[src/shared/p2g_pkg.sv]
// Package of register offsets, field positions and mode codes for the port-2 GPIO block
package p2g_pkg;

    // ****************************************************************
    // Register map (byte addresses on APB)
    // ****************************************************************
    localparam logic [11:0] PIN_DIRECTION_OFS    = 12'h000;
    localparam logic [11:0] PIN_OUTPUT_LATCH_OFS = 12'h004;
    localparam logic [11:0] PIN_LEVEL_OFS        = 12'h008;
    localparam logic [11:0] TIMER5_MODE_OFS      = 12'h00C;
    localparam logic [11:0] TIMER5_IO_OFS        = 12'h010;
    localparam logic [11:0] TIMER5_CONTROL_OFS   = 12'h014;
    localparam logic [11:0] PULSE_ENABLE_OFS     = 12'h018;

    // ****************************************************************
    // Widths and reset values
    // ****************************************************************
    localparam int          PORT_WIDTH           = 8;
    localparam logic [7:0]  DIRECTION_RESET      = 8'h00;
    localparam logic [7:0]  OUTPUT_LATCH_RESET   = 8'h00;
    localparam logic [3:0]  TIMER_FIELD_RESET    = 4'h0;
    localparam logic [1:0]  CLEAR_SELECT_RESET   = 2'h0;
    localparam logic [7:0]  PULSE_ENABLE_RESET   = 8'h00;
    // Value returned when the write-only direction register is read (arbitrary)
    localparam logic [31:0] UNDEFINED_READ_VALUE = 32'h0000_0000;

    // ****************************************************************
    // Field positions
    // ****************************************************************
    localparam int          TOP_PIN_INDEX        = 7;
    localparam int          IO_FIELD_TOP_BIT     = 3;
    localparam int          CLEAR_FIELD_LSB      = 5;

    // ****************************************************************
    // Timer mode field codes
    // ****************************************************************
    localparam logic [3:0]  MODE_NORMAL          = 4'h0;
    localparam logic [3:0]  MODE_PWM1            = 4'h2;
    localparam logic [3:0]  MODE_PWM2            = 4'h3;
    localparam logic [3:0]  MODE_PHASE_MASK      = 4'hC;
    localparam logic [3:0]  MODE_PHASE_CODE      = 4'h4;
    localparam logic [1:0]  PWM2_CLEAR_BLOCK     = 2'h2;

    // Top pin owner encoding
    typedef enum logic [1:0] {
        P2G_FN_INPUT  = 2'b00,
        P2G_FN_OUTPUT = 2'b01,
        P2G_FN_PULSE  = 2'b10,
        P2G_FN_TIMER  = 2'b11
    } p2g_function_type;

endpackage : p2g_pkg

[src/hdl/p2g_port.sv]
// Port-2 GPIO with top-pin function selection and APB register access
`timescale 1ns/1ps
// How it works
// [RQ1] Eight two-way pins, shared with pulse, timer and eight-bit timer signals.
// [RQ2] In GPIO mode direction 1 drives the pin, direction 0 makes it input.
// [RQ3] Direction register is write-only; reading it returns an undefined value.
// [RQ4] Output latch is read/write and drives pins only in GPIO mode.
// [RQ5] Pin-state read returns latch value where direction bit is 1.
// [RQ6] Pin-state read returns sampled pin level where direction bit is 0.
// [RQ7] Pin-state register is read-only and its reset value follows the pins; the code clears the pin sample to zero at reset.
// [RQ8] Timer compare-B output function overrides direction and pulse enable on top pin.
// [RQ9] Otherwise direction 0 input, 1 with enable 0 output, 1 with 1 pulse.
// [RQ10] Top pin feeds timer capture B in mode 0000 or 01xx with IO top 1.
// [RQ11] Normal/phase modes: IO 0001-0011, 0101-0111 give compare drive; else port.
// [RQ12] PWM mode 1 never lets the timer drive the top pin.
// [RQ13] PWM mode 2 drives only if IO not xx00 and clear select not 10.
// [RQ14] Software keeps a shadow of the direction register for read-modify-write.
// [RQ15] Direction and latch reset to zero, so all pins start as inputs.
module p2g_port (
    // Clock and reset
    input  wire logic        i_clk_sys,
    input  wire logic        i_reset_n,
    // APB slave
    input  wire logic        i_psel,
    input  wire logic        i_penable,
    input  wire logic        i_pwrite,
    input  wire logic [11:0] i_paddr,
    input  wire logic [31:0] i_pwdata,
    input  wire logic [3:0]  i_pstrb,
    output logic      [31:0] o_prdata,
    output logic             o_pready,
    output logic             o_pslverr,
    // Port pins
    input  wire logic [7:0]  i_pin,
    output logic      [7:0]  o_pin,
    output logic      [7:0]  o_pin_oe,
    // Peripheral signals sharing the pins
    input  wire logic [7:0]  i_pulse_pattern_out,
    input  wire logic [6:0]  i_alt_out,
    input  wire logic [6:0]  i_alt_oe,
    input  wire logic        i_timer5_compare_b_out,
    output logic             o_timer5_compare_b_in,
    output logic             o_timer5_compare_b_capture_en
);

    // ****************************************************************
    // Registers and decode
    // ****************************************************************
    logic [7:0] pin_direction_reg;
    logic [7:0] pin_output_latch_reg;
    logic [3:0] timer_mode_field;
    logic [3:0] compare_b_io_field;
    logic [1:0] counter_clear_select;
    logic [7:0] pulse_output_enable_low_reg;
    logic [7:0] pin_sample;
    logic [7:0] pin_level_view;
    logic       wr_en;
    logic       rd_en;
    logic       timer_drives_top;
    logic       capture_sel;
    logic       addr_hit;
    p2g_pkg::p2g_function_type top_function;

    // Checks a register offset against the bus address
    function automatic logic addr_is(input logic [11:0] a, input logic [11:0] ofs);
        return a == ofs;
    endfunction : addr_is

    // Access phase strobes; slave answers with no wait state
    assign wr_en    = i_psel && i_penable && i_pwrite;
    assign rd_en    = i_psel && i_penable && !i_pwrite;
    assign o_pready = 1'b1;
    assign addr_hit = addr_is(i_paddr, p2g_pkg::PIN_DIRECTION_OFS)
                   || addr_is(i_paddr, p2g_pkg::PIN_OUTPUT_LATCH_OFS)
                   || addr_is(i_paddr, p2g_pkg::PIN_LEVEL_OFS)
                   || addr_is(i_paddr, p2g_pkg::TIMER5_MODE_OFS)
                   || addr_is(i_paddr, p2g_pkg::TIMER5_IO_OFS)
                   || addr_is(i_paddr, p2g_pkg::TIMER5_CONTROL_OFS)
                   || addr_is(i_paddr, p2g_pkg::PULSE_ENABLE_OFS);
    // Unmapped address gives an error; writing the pin-state register is just ignored
    assign o_pslverr = i_psel && i_penable && !addr_hit;

    // ****************************************************************
    // Direction register
    // ****************************************************************
    // Write-only, cleared at reset
    always_ff @(posedge i_clk_sys or negedge i_reset_n) begin
        if (!i_reset_n) begin
            pin_direction_reg <= p2g_pkg::DIRECTION_RESET; // see [RQ15]
        end else if (wr_en && i_pstrb[0]
                     && addr_is(i_paddr, p2g_pkg::PIN_DIRECTION_OFS)) begin
            pin_direction_reg <= i_pwdata[7:0]; // see [RQ2]
        end
    end

    // Output latch register, cleared at reset
    always_ff @(posedge i_clk_sys or negedge i_reset_n) begin
        if (!i_reset_n) begin
            pin_output_latch_reg <= p2g_pkg::OUTPUT_LATCH_RESET; // see [RQ15]
        end else if (wr_en && i_pstrb[0]
                     && addr_is(i_paddr, p2g_pkg::PIN_OUTPUT_LATCH_OFS)) begin
            pin_output_latch_reg <= i_pwdata[7:0]; // see [RQ4]
        end
    end

    // Timer channel 5 settings and pulse enables that steer the top pin
    always_ff @(posedge i_clk_sys or negedge i_reset_n) begin
        if (!i_reset_n) begin
            timer_mode_field            <= p2g_pkg::TIMER_FIELD_RESET;
            compare_b_io_field          <= p2g_pkg::TIMER_FIELD_RESET;
            counter_clear_select        <= p2g_pkg::CLEAR_SELECT_RESET;
            pulse_output_enable_low_reg <= p2g_pkg::PULSE_ENABLE_RESET;
        end else if (wr_en && i_pstrb[0]) begin
            if (addr_is(i_paddr, p2g_pkg::TIMER5_MODE_OFS)) begin
                timer_mode_field <= i_pwdata[3:0];
            end
            if (addr_is(i_paddr, p2g_pkg::TIMER5_IO_OFS)) begin
                compare_b_io_field <= i_pwdata[3:0];
            end
            if (addr_is(i_paddr, p2g_pkg::TIMER5_CONTROL_OFS)) begin
                counter_clear_select <= i_pwdata[p2g_pkg::CLEAR_FIELD_LSB +: 2];
            end
            if (addr_is(i_paddr, p2g_pkg::PULSE_ENABLE_OFS)) begin
                pulse_output_enable_low_reg <= i_pwdata[7:0];
            end
        end
    end

    // Pin sample register; cleared to zero at reset, then samples the pins every clock
    always_ff @(posedge i_clk_sys or negedge i_reset_n) begin
        if (!i_reset_n) begin
            pin_sample <= 8'h00;
        end else begin
            pin_sample <= i_pin; // see [RQ7]
        end
    end

    // Per-bit mix of latch and pin level
    assign pin_level_view = (pin_direction_reg & pin_output_latch_reg)
                          | (~pin_direction_reg & pin_sample); // see [RQ5] see [RQ6]

    // ****************************************************************
    // Read data
    // ****************************************************************
    always_ff @(posedge i_clk_sys or negedge i_reset_n) begin
        if (!i_reset_n) begin
            o_prdata <= 32'h0000_0000;
        end else if (i_psel && !i_penable && !i_pwrite) begin
            unique case (i_paddr)
                p2g_pkg::PIN_DIRECTION_OFS:    o_prdata <= p2g_pkg::UNDEFINED_READ_VALUE; // see [RQ3]
                p2g_pkg::PIN_OUTPUT_LATCH_OFS: o_prdata <= {24'h00_0000, pin_output_latch_reg};
                p2g_pkg::PIN_LEVEL_OFS:        o_prdata <= {24'h00_0000, pin_level_view};
                p2g_pkg::TIMER5_MODE_OFS:      o_prdata <= {28'h000_0000, timer_mode_field};
                p2g_pkg::TIMER5_IO_OFS:        o_prdata <= {28'h000_0000, compare_b_io_field};
                p2g_pkg::TIMER5_CONTROL_OFS:
                    o_prdata <= {25'h000_0000, counter_clear_select, 5'h00};
                p2g_pkg::PULSE_ENABLE_OFS:     o_prdata <= {24'h00_0000, pulse_output_enable_low_reg};
                default:                       o_prdata <= 32'h0000_0000;
            endcase
        end
    end

    // ****************************************************************
    // Top pin function selection
    // ****************************************************************
    // Decides when timer channel 5 owns the top pin
    always_comb begin
        timer_drives_top = 1'b0;
        if (timer_mode_field == p2g_pkg::MODE_NORMAL
            || (timer_mode_field & p2g_pkg::MODE_PHASE_MASK) == p2g_pkg::MODE_PHASE_CODE) begin
            timer_drives_top = !compare_b_io_field[p2g_pkg::IO_FIELD_TOP_BIT]
                            && (compare_b_io_field[1:0] != 2'b00); // see [RQ11]
        end else if (timer_mode_field == p2g_pkg::MODE_PWM1) begin
            timer_drives_top = 1'b0; // see [RQ12]
        end else if (timer_mode_field == p2g_pkg::MODE_PWM2) begin
            timer_drives_top = (compare_b_io_field[1:0] != 2'b00)
                            && (counter_clear_select != p2g_pkg::PWM2_CLEAR_BLOCK); // see [RQ13]
        end
    end

    // Priority: timer, then direction, then pulse enable
    always_comb begin
        if (timer_drives_top) begin
            top_function = p2g_pkg::P2G_FN_TIMER; // see [RQ8]
        end else if (!pin_direction_reg[p2g_pkg::TOP_PIN_INDEX]) begin
            top_function = p2g_pkg::P2G_FN_INPUT; // see [RQ9]
        end else if (pulse_output_enable_low_reg[p2g_pkg::TOP_PIN_INDEX]) begin
            top_function = p2g_pkg::P2G_FN_PULSE; // see [RQ9]
        end else begin
            top_function = p2g_pkg::P2G_FN_OUTPUT;
        end
    end

    // Capture input routing for the top pin
    assign capture_sel = (timer_mode_field == p2g_pkg::MODE_NORMAL
                          || (timer_mode_field & p2g_pkg::MODE_PHASE_MASK)
                             == p2g_pkg::MODE_PHASE_CODE)
                         && compare_b_io_field[p2g_pkg::IO_FIELD_TOP_BIT]; // see [RQ10]
    assign o_timer5_compare_b_capture_en = capture_sel;
    assign o_timer5_compare_b_in         = pin_sample[p2g_pkg::TOP_PIN_INDEX];

    // ****************************************************************
    // Pin drivers
    // ****************************************************************
    // Lower pins: peripheral, pulse, or GPIO by direction
    genvar g;
    generate
        for (g = 0; g < p2g_pkg::TOP_PIN_INDEX; g++) begin : g_low_pin
            always_comb begin
                if (i_alt_oe[g]) begin
                    o_pin[g]    = i_alt_out[g]; // see [RQ1]
                    o_pin_oe[g] = 1'b1;
                end else if (pin_direction_reg[g] && pulse_output_enable_low_reg[g]) begin
                    o_pin[g]    = i_pulse_pattern_out[g];
                    o_pin_oe[g] = 1'b1;
                end else begin
                    o_pin[g]    = pin_output_latch_reg[g]; // see [RQ4]
                    o_pin_oe[g] = pin_direction_reg[g]; // see [RQ2]
                end
            end
        end
    endgenerate

    // Top pin driven from the selected owner
    always_comb begin
        unique case (top_function)
            p2g_pkg::P2G_FN_TIMER: begin
                o_pin[7]    = i_timer5_compare_b_out;
                o_pin_oe[7] = 1'b1;
            end
            p2g_pkg::P2G_FN_PULSE: begin
                o_pin[7]    = i_pulse_pattern_out[7];
                o_pin_oe[7] = 1'b1;
            end
            p2g_pkg::P2G_FN_OUTPUT: begin
                o_pin[7]    = pin_output_latch_reg[7]; // see [RQ2]
                o_pin_oe[7] = 1'b1;
            end
            p2g_pkg::P2G_FN_INPUT: begin
                o_pin[7]    = pin_output_latch_reg[7];
                o_pin_oe[7] = 1'b0;
            end
        endcase
    end

    // ****************************************************************
    // Assertions
    // ****************************************************************
    a_timer_owns_top: assert property (@(posedge i_clk_sys) disable iff (!i_reset_n)
        timer_drives_top |-> (o_pin_oe[7] && o_pin[7] == i_timer5_compare_b_out)) // see [RQ8]
        else $error("timer does not own top pin");
    a_pwm1_no_timer: assert property (@(posedge i_clk_sys) disable iff (!i_reset_n)
        timer_mode_field == p2g_pkg::MODE_PWM1 |-> !timer_drives_top) // see [RQ12]
        else $error("timer drives top pin in pwm1");
    a_pwm2_block: assert property (@(posedge i_clk_sys) disable iff (!i_reset_n)
        (timer_mode_field == p2g_pkg::MODE_PWM2 && counter_clear_select == 2'h2)
        |-> !timer_drives_top) // see [RQ13]
        else $error("pwm2 drive with blocked clear");
    a_input_top_idle: assert property (@(posedge i_clk_sys) disable iff (!i_reset_n)
        (!timer_drives_top && !pin_direction_reg[7]) |-> !o_pin_oe[7]) // see [RQ9]
        else $error("top input pin driven");
    a_level_input: assert property (@(posedge i_clk_sys) disable iff (!i_reset_n)
        ($past(i_reset_n) && !pin_direction_reg[0] && $stable(pin_direction_reg))
        |-> pin_level_view[0] == $past(i_pin[0])) // see [RQ6]
        else $error("pin level view wrong");
    a_level_output: assert property (@(posedge i_clk_sys) disable iff (!i_reset_n)
        pin_direction_reg[1] |-> pin_level_view[1] == pin_output_latch_reg[1]) // see [RQ5]
        else $error("latch not reflected");
    a_dir_reads_undef: assert property (@(posedge i_clk_sys) disable iff (!i_reset_n)
        (rd_en && i_paddr == p2g_pkg::PIN_DIRECTION_OFS)
        |-> o_prdata == p2g_pkg::UNDEFINED_READ_VALUE) // see [RQ3]
        else $error("direction read back");
    a_latch_write: assert property (@(posedge i_clk_sys) disable iff (!i_reset_n)
        (wr_en && i_pstrb[0] && i_paddr == p2g_pkg::PIN_OUTPUT_LATCH_OFS)
        |=> pin_output_latch_reg == $past(i_pwdata[7:0])) // see [RQ4]
        else $error("latch write lost");
    a_gpio_drive: assert property (@(posedge i_clk_sys) disable iff (!i_reset_n)
        (!i_alt_oe[2] && !pulse_output_enable_low_reg[2])
        |-> o_pin_oe[2] == pin_direction_reg[2]) // see [RQ2]
        else $error("gpio enable mismatch");
    a_capture_route: assert property (@(posedge i_clk_sys) disable iff (!i_reset_n)
        (timer_mode_field == 4'h4 && compare_b_io_field[3]) |-> capture_sel) // see [RQ10]
        else $error("capture not routed");

    c_timer_top: cover property (@(posedge i_clk_sys) disable iff (!i_reset_n)
        top_function == p2g_pkg::P2G_FN_TIMER);
    c_pulse_top: cover property (@(posedge i_clk_sys) disable iff (!i_reset_n)
        top_function == p2g_pkg::P2G_FN_PULSE);
    c_level_read: cover property (@(posedge i_clk_sys) disable iff (!i_reset_n)
        rd_en && i_paddr == p2g_pkg::PIN_LEVEL_OFS);

endmodule : p2g_port

[config.mk]
export PLATFORM = sky130hd
export DESIGN_NAME = p2g_port
export DESIGN_NICKNAME = d
export VERILOG_FILES = /design/src/shared/p2g_pkg.sv /design/src/hdl/p2g_port.sv
export SDC_FILE = /design/constraint.sdc
export NUM_CORES = 1
export LEC_CHECK = 0
export ABC_AREA = 1
export BUFFER_PORTS_ARGS = -buffer_cell sky130_fd_sc_hd__buf_2
export CAP_MARGIN = 20
export CORE_MARGIN = 1
export CORE_UTILIZATION = 53
export CTS_BUF_LIST = sky130_fd_sc_hd__clkbuf_8
export DETAILED_ROUTE_END_ITERATION = 10
export PLACE_DENSITY = 0.86
export SYNTH_ARGS = -nofsm -noshare
export SYNTH_HDL_FRONTEND = slang
export SYNTH_SLANG_ARGS = --single-unit
[constraint.sdc]
create_clock -name i_clk_sys -period 2.35 [get_ports i_clk_sys]
set_clock_uncertainty 0.2 [all_clocks]
set_input_delay 0.47 -clock i_clk_sys [delete_from_list [all_inputs] [get_ports i_clk_sys]]
set_output_delay 0.47 -clock i_clk_sys [all_outputs]
set_load 0.02 [all_outputs]
== Word level (Yosys, flattened, before mapping) ==
Index checks and enable logic that the tools add are counted.

* Logic and storage cells: 101
* Register bits after elaboration: 74
* Input port bits: 84
* Output and inout bits: 52

* Bitwise gates (word level): 4
* Equality and inequality tests: 13
* Reductions and logical operators: 39
* Multiplexer cells: 37

{| class="wikitable"
|+ Operators with widths
! kind !! number
|-
| 8-bit case mux with 6 select lines || 1
|-
| 12-bit by 5-bit equality test with 1-bit output (second input constant) || 3
|-
| 1-bit two-way mux || 31
|-
| 12-bit by 4-bit equality test with 1-bit output (second input constant) || 2
|-
| 1-bit logical AND || 18
|-
| 8-bit AND || 2
|-
| 12-bit by 3-bit equality test with 1-bit output (second input constant) || 1
|-
| 12-bit logical NOT || 1
|-
| 4-bit by 2-bit equality test with 1-bit output (second input constant) || 2
|-
| 8-bit NOT || 1
|-
| 8-bit OR || 1
|-
| 2-bit AND reduction || 4
|-
| 1-bit logical OR || 7
|-
| 2-bit two-way mux || 3
|-
| 2-bit by 1-bit equality test with 1-bit output (second input constant) || 2
|-
| 2-bit equality test (second input constant) || 2
|-
| 1-bit logical NOT || 4
|-
| 4-bit logical NOT || 1
|-
| 1-bit case mux with 3 select lines || 1
|-
| 3-bit OR reduction || 1
|-
| 2-bit logical NOT || 1
|-
| 2-bit != test (second input constant) || 1
|-
| 1-bit case mux with 2 select lines || 1
|-
| 2-bit nonzero test || 1
|-
| 2-bit OR reduction || 1
|}

== Depth between registers and ports, before layout ==
* Depth in word-level cells: 9
* Gate-level depth with buffers: 9
* Gate-level depth less buffers: 8

== Worst setup path before layout ==
OpenSTA, ideal clock, no wires.

* Path kind: input -> output
* Start point: in i_paddr[5]
* End point: out o_pslverr
* Arrival: 1.511 ns
* Required time: 1.680 ns
* Slack: 0.169 ns
* Cell stages on the path: 6
* Buffers on the path: 1
* Cell sequence: nor2_1 > nand2_2 > nor2_8 > buf_6 > o21a_1 > nor3_1

* Longest elaborated chain between the ends: 9
* Elaborated cells on any way between the ends: 15
* Classes of those cells: eq/ne: 6; reduce/logical: 9

{| class="wikitable"
|+ RTL lines
! item !! RTL line !! text
|-
| start: declaration || p2g_port.sv:27 || <nowiki>input wire logic [11:0] i_paddr,</nowiki>
|-
| 12-bit by 3-bit equality test with 1-bit output or 12-bit logical NOT (tied branches) || p2g_port.sv:66 || <nowiki>return a == ofs;</nowiki>
|-
| 1-bit logical OR || p2g_port.sv:74 || <nowiki>|| addr_is(i_paddr, p2g_pkg::PIN_OUTPUT_LATCH_OFS)</nowiki>
|-
| 1-bit logical OR || p2g_port.sv:75 || <nowiki>|| addr_is(i_paddr, p2g_pkg::PIN_LEVEL_OFS)</nowiki>
|-
| 1-bit logical OR || p2g_port.sv:76 || <nowiki>|| addr_is(i_paddr, p2g_pkg::TIMER5_MODE_OFS)</nowiki>
|-
| 1-bit logical OR || p2g_port.sv:77 || <nowiki>|| addr_is(i_paddr, p2g_pkg::TIMER5_IO_OFS)</nowiki>
|-
| 1-bit logical OR || p2g_port.sv:78 || <nowiki>|| addr_is(i_paddr, p2g_pkg::TIMER5_CONTROL_OFS)</nowiki>
|-
| 1-bit logical OR * || p2g_port.sv:79 || <nowiki>|| addr_is(i_paddr, p2g_pkg::PULSE_ENABLE_OFS);</nowiki>
|-
| 1-bit logical NOT * || p2g_port.sv:81 || <nowiki>assign o_pslverr = i_psel && i_penable && !addr_hit;</nowiki>
|-
| 1-bit logical AND * || p2g_port.sv:81 ||
|-
| end: declaration || p2g_port.sv:32 || <nowiki>output logic o_pslverr,</nowiki>
|}

Mark *: on every way between the ends. The rest lies on a longest branch, timed or not.

== Worst setup path in the final report ==
* Start point: reg timer_mode_field[1]
* End point: out o_pin[7]

* Longest elaborated chain between the ends: 8
* Elaborated cells on any way between the ends: 14
* Classes of those cells: eq/ne: 5; mux: 5; reduce/logical: 4

{| class="wikitable"
|+ RTL lines
! item !! RTL line !! text
|-
| start: declaration || p2g_port.sv:51 || <nowiki>logic [3:0] timer_mode_field;</nowiki>
|-
| start signal: assignment || p2g_port.sv:109 || <nowiki>timer_mode_field <= p2g_pkg::TIMER_FIELD_RESET;</nowiki>
|-
| start signal: assignment || p2g_port.sv:115 || <nowiki>timer_mode_field <= i_pwdata[3:0];</nowiki>
|-
| 4-bit by 2-bit equality test with 1-bit output || p2g_port.sv:175 || <nowiki>end else if (timer_mode_field == p2g_pkg::MODE_PWM2) begin</nowiki>
|-
| 1-bit two-way mux || p2g_port.sv:175 ||
|-
| 1-bit two-way mux || p2g_port.sv:173 || <nowiki>end else if (timer_mode_field == p2g_pkg::MODE_PWM1) begin</nowiki>
|-
| 1-bit two-way mux * || p2g_port.sv:169 || <nowiki>if (timer_mode_field == p2g_pkg::MODE_NORMAL</nowiki>
|-
| 2-bit two-way mux * || p2g_port.sv:183 || <nowiki>if (timer_drives_top) begin</nowiki>
|-
| 2-bit by 1-bit equality test with 1-bit output or 2-bit logical NOT (tied branches) || p2g_port.sv:226 || <nowiki>unique case (top_function)</nowiki>
|-
| 2-bit OR reduction (no line) || n/a ||
|-
| 1-bit case mux with 3 select lines * || p2g_port.sv:226 ||
|-
| end: declaration || p2g_port.sv:35 || <nowiki>output logic [7:0] o_pin,</nowiki>
|}

Marked as above.

==> metrics <==
Initial Util between 50% and 60%; leak pwr slightly below 2 nW; Syn Area/Cell 7.72 um2; DRC 0; Critical Path AT 1550 ps; sequential cell area fraction in the yosys report between 40% and 50%; type of the worst setup path flop to primary output; Worst-Margin Slew 567 ps; Placement Setup Slack between 200 and 250 ps; Filler Cell Count 488; Die Ht a little under 80 um; number of I/O pins around 140; largest net degree at the start of global routing 29; Die W 77.4 um; min cycle time layout roughly 2200 ps; Async SR Flop Fraction 100%; most instantiated cells after synthesis 111 x nand2_1, 50 x dfrtp_1, 40 x inv_1, 37 x nand3_1, 29 x o21ai_0; status complete, no violations; cell accounting for the most synthesized area dfrtp_1; Achievable Freq 450 MHz; crit share post-route 94.5%; reg2reg setup slack 1040 ps; mapped cell area ~3000 um2; setup ws final 130 ps; reg2reg end o_prdata[6]$_DFFE_PN0P_; Starting DRT DRC Count 196; Ys Warns 0; final hold viol count 0; unrepaired setup endpoints after global routing false; top cells by area, synth dfrtp_1 41%, nand2_1 14%, buf_4 6.2%; Startpoint Class flop; global router's overall resource usage 23.7%; routed vias approximately 2,800; MaxCap Viol Count 0; DR WL/cell 12.0 um; Worst-path clk slew 100 ps; count leader, synth nand2_1; distinct cell type count after synthesis 29; Clock Tree Buf Depth 2; initial antenna violation count 0; cts bufs inserted 5; hold endpoint pin_sample[3]$_DFF_PN0_; Max FO, Critical Path 3; Main synth FF type dfrtp_1; # setup viols final 0; setup tns final 0 ps; CTS tree done; Hold Crit Start i_pin[3]; total wire length 6640 um; Worst VDD drop 0.000291 V; vias in the first global route 2,556; non-filler cells, final approximately 560; Via density 5.08; clk_lat worst skew 310 ps; synthesis-stage register bit count 50; ratio of cells with drive above 1 in the final layout 30.0%; cts repair resizes 0; GRT overflow 0; number of synthesized flops with an enable pin 0; dpl hpwl 4950 um; slew margin rel. between 60% and 70%; hold path cells 1; CORE AREA 5510 um2; Final nets 566; Rows 27; pwr dens 513 nW/um2; RePlAce Congestion 0.856; reg2reg start pin_direction_reg[6]$_DFFE_PN0P_; n_diodes 0; Synth top area share between 40% and 50%; post-synthesis cell count 391; clk sink count 50; Hold WC Path Type input port to flop; Critical Path RT 1680 ps; global-route wire length before repair 11,200 um; Root Buffer clkbuf_8; worst reg-to-reg path cell count 6; Area growth, synth to finish 18.7%; Slew Viols, Final 0; critical path capture point type primary output; First-pass DRT Iterations 6; Inst Count DP 544; Die Area 6000 um2; CTS HTree Levels 2; post-route ant nets 0; IO Port Bufs between 80 and 90
## kinds of logic after synthesis
logic type | after synthesis | synth area share, %
AO/OA/AOI/OAI | 62 | 12.4
buffers and inverters | 75 | 13.8
flip-flops | 50 | 41.5
other | 2 | 0.249
AND/OR/NAND/NOR | 202 | 32.1
## timing repair
action	CTS	global route
hold buffers	1	0
setup buffers	0	2
setup endpoints to repair	0	1
endpoints found under the hold margin	22	0
## where the power goes
part / total, W / internal, W / switching (W)
Clock: 0.000726 / 0.000426 / 0.000299
Sequential: 0.000884 / 0.000878 / 0.00000652
Combinational: 0.000227 / 0.0000776 / 0.000150
Total: 0.00184 / 0.00138 / 0.000456
## cells in the final DEF (no fill, tap or decap), drive strengths merged
| cell | count |
|---|---|
| clkbuf | 5 |
| nor3 | 4 |
| o31ai | 3 |
| conb | 25 |
| o21a | 1 |
| nand2 | 116 |
| buf | 91 |
| a21oi | 9 |
| inv | 43 |
| nor2 | 27 |
| dfrtp | 50 |
| or2 | 11 |
| nand4 | 2 |
| bufinv | 2 |
| clkinv | 2 |
| dlygate4sd3 | 1 |
| o21ai | 49 |
| nand3 | 41 |
| and2 | 1 |
## critical path, stage by stage, from the launching register on
cell and delay, ps:
dfrtp_1 410, inv_1 60, nand2_1 50, a21oi_1 150, nand2_1 110, nand2_1 90, inv_1 50, o21ai_0 130
inv_1 50, buf_2 150
## layer usage
layer | up-vias | routed length, um | global-route usage [%]
met2 | 131 | 3230 | 41.0
met1 | 1302 | 2840 | 29.1
met3 | 7 | 486 | 4.94
met4 | 0 | 74 | 8.49
li1 | 1378 | - | -
met5 | - | 0 | 0
## metrics by stage
stage	power, W	instance area (um2)	util (%)	hold slack (ps)
3_5_place_dp	0.00113	3420	62.1	267
6_report	0.00184	3580	65.0	56.5
4_1_cts	0.00185	3560	64.7	48.4
3_3_place_gp	0.00112	3420	62.1	267
5_1_grt	0.00191	3580	65.0	41.2
2_1_floorplan	0.00106	3100	-	-25.6
## area by class of cell
type,instances,area [um2],area share (%)
clock buffers,5,68.8,1.92
flip-flops and latches,50,1250,35.0
well taps,72,90.1,2.52
inverters,44,166,4.65
repair buffers,92,498,13.9
clock inverters,3,68.8,1.92
multi-input cells,289,1440,40.1
## how the worst max path moves through the flow
stage	start	cells after the start	to
after detailed placement	i_paddr[7]	8	o_pslverr
after floorplan	i_paddr[5]	6	o_pslverr
after CTS	timer_mode_field[0]$_DFFE_PN0P_	9	o_pin[7]
final	timer_mode_field[1]$_DFFE_PN0P_	9	o_pin[7]
after global routing	timer_mode_field[1]$_DFFE_PN0P_	9	o_pin[7]
after global placement	i_paddr[4]	8	o_pslverr
(Power assumes the default switching activity.)
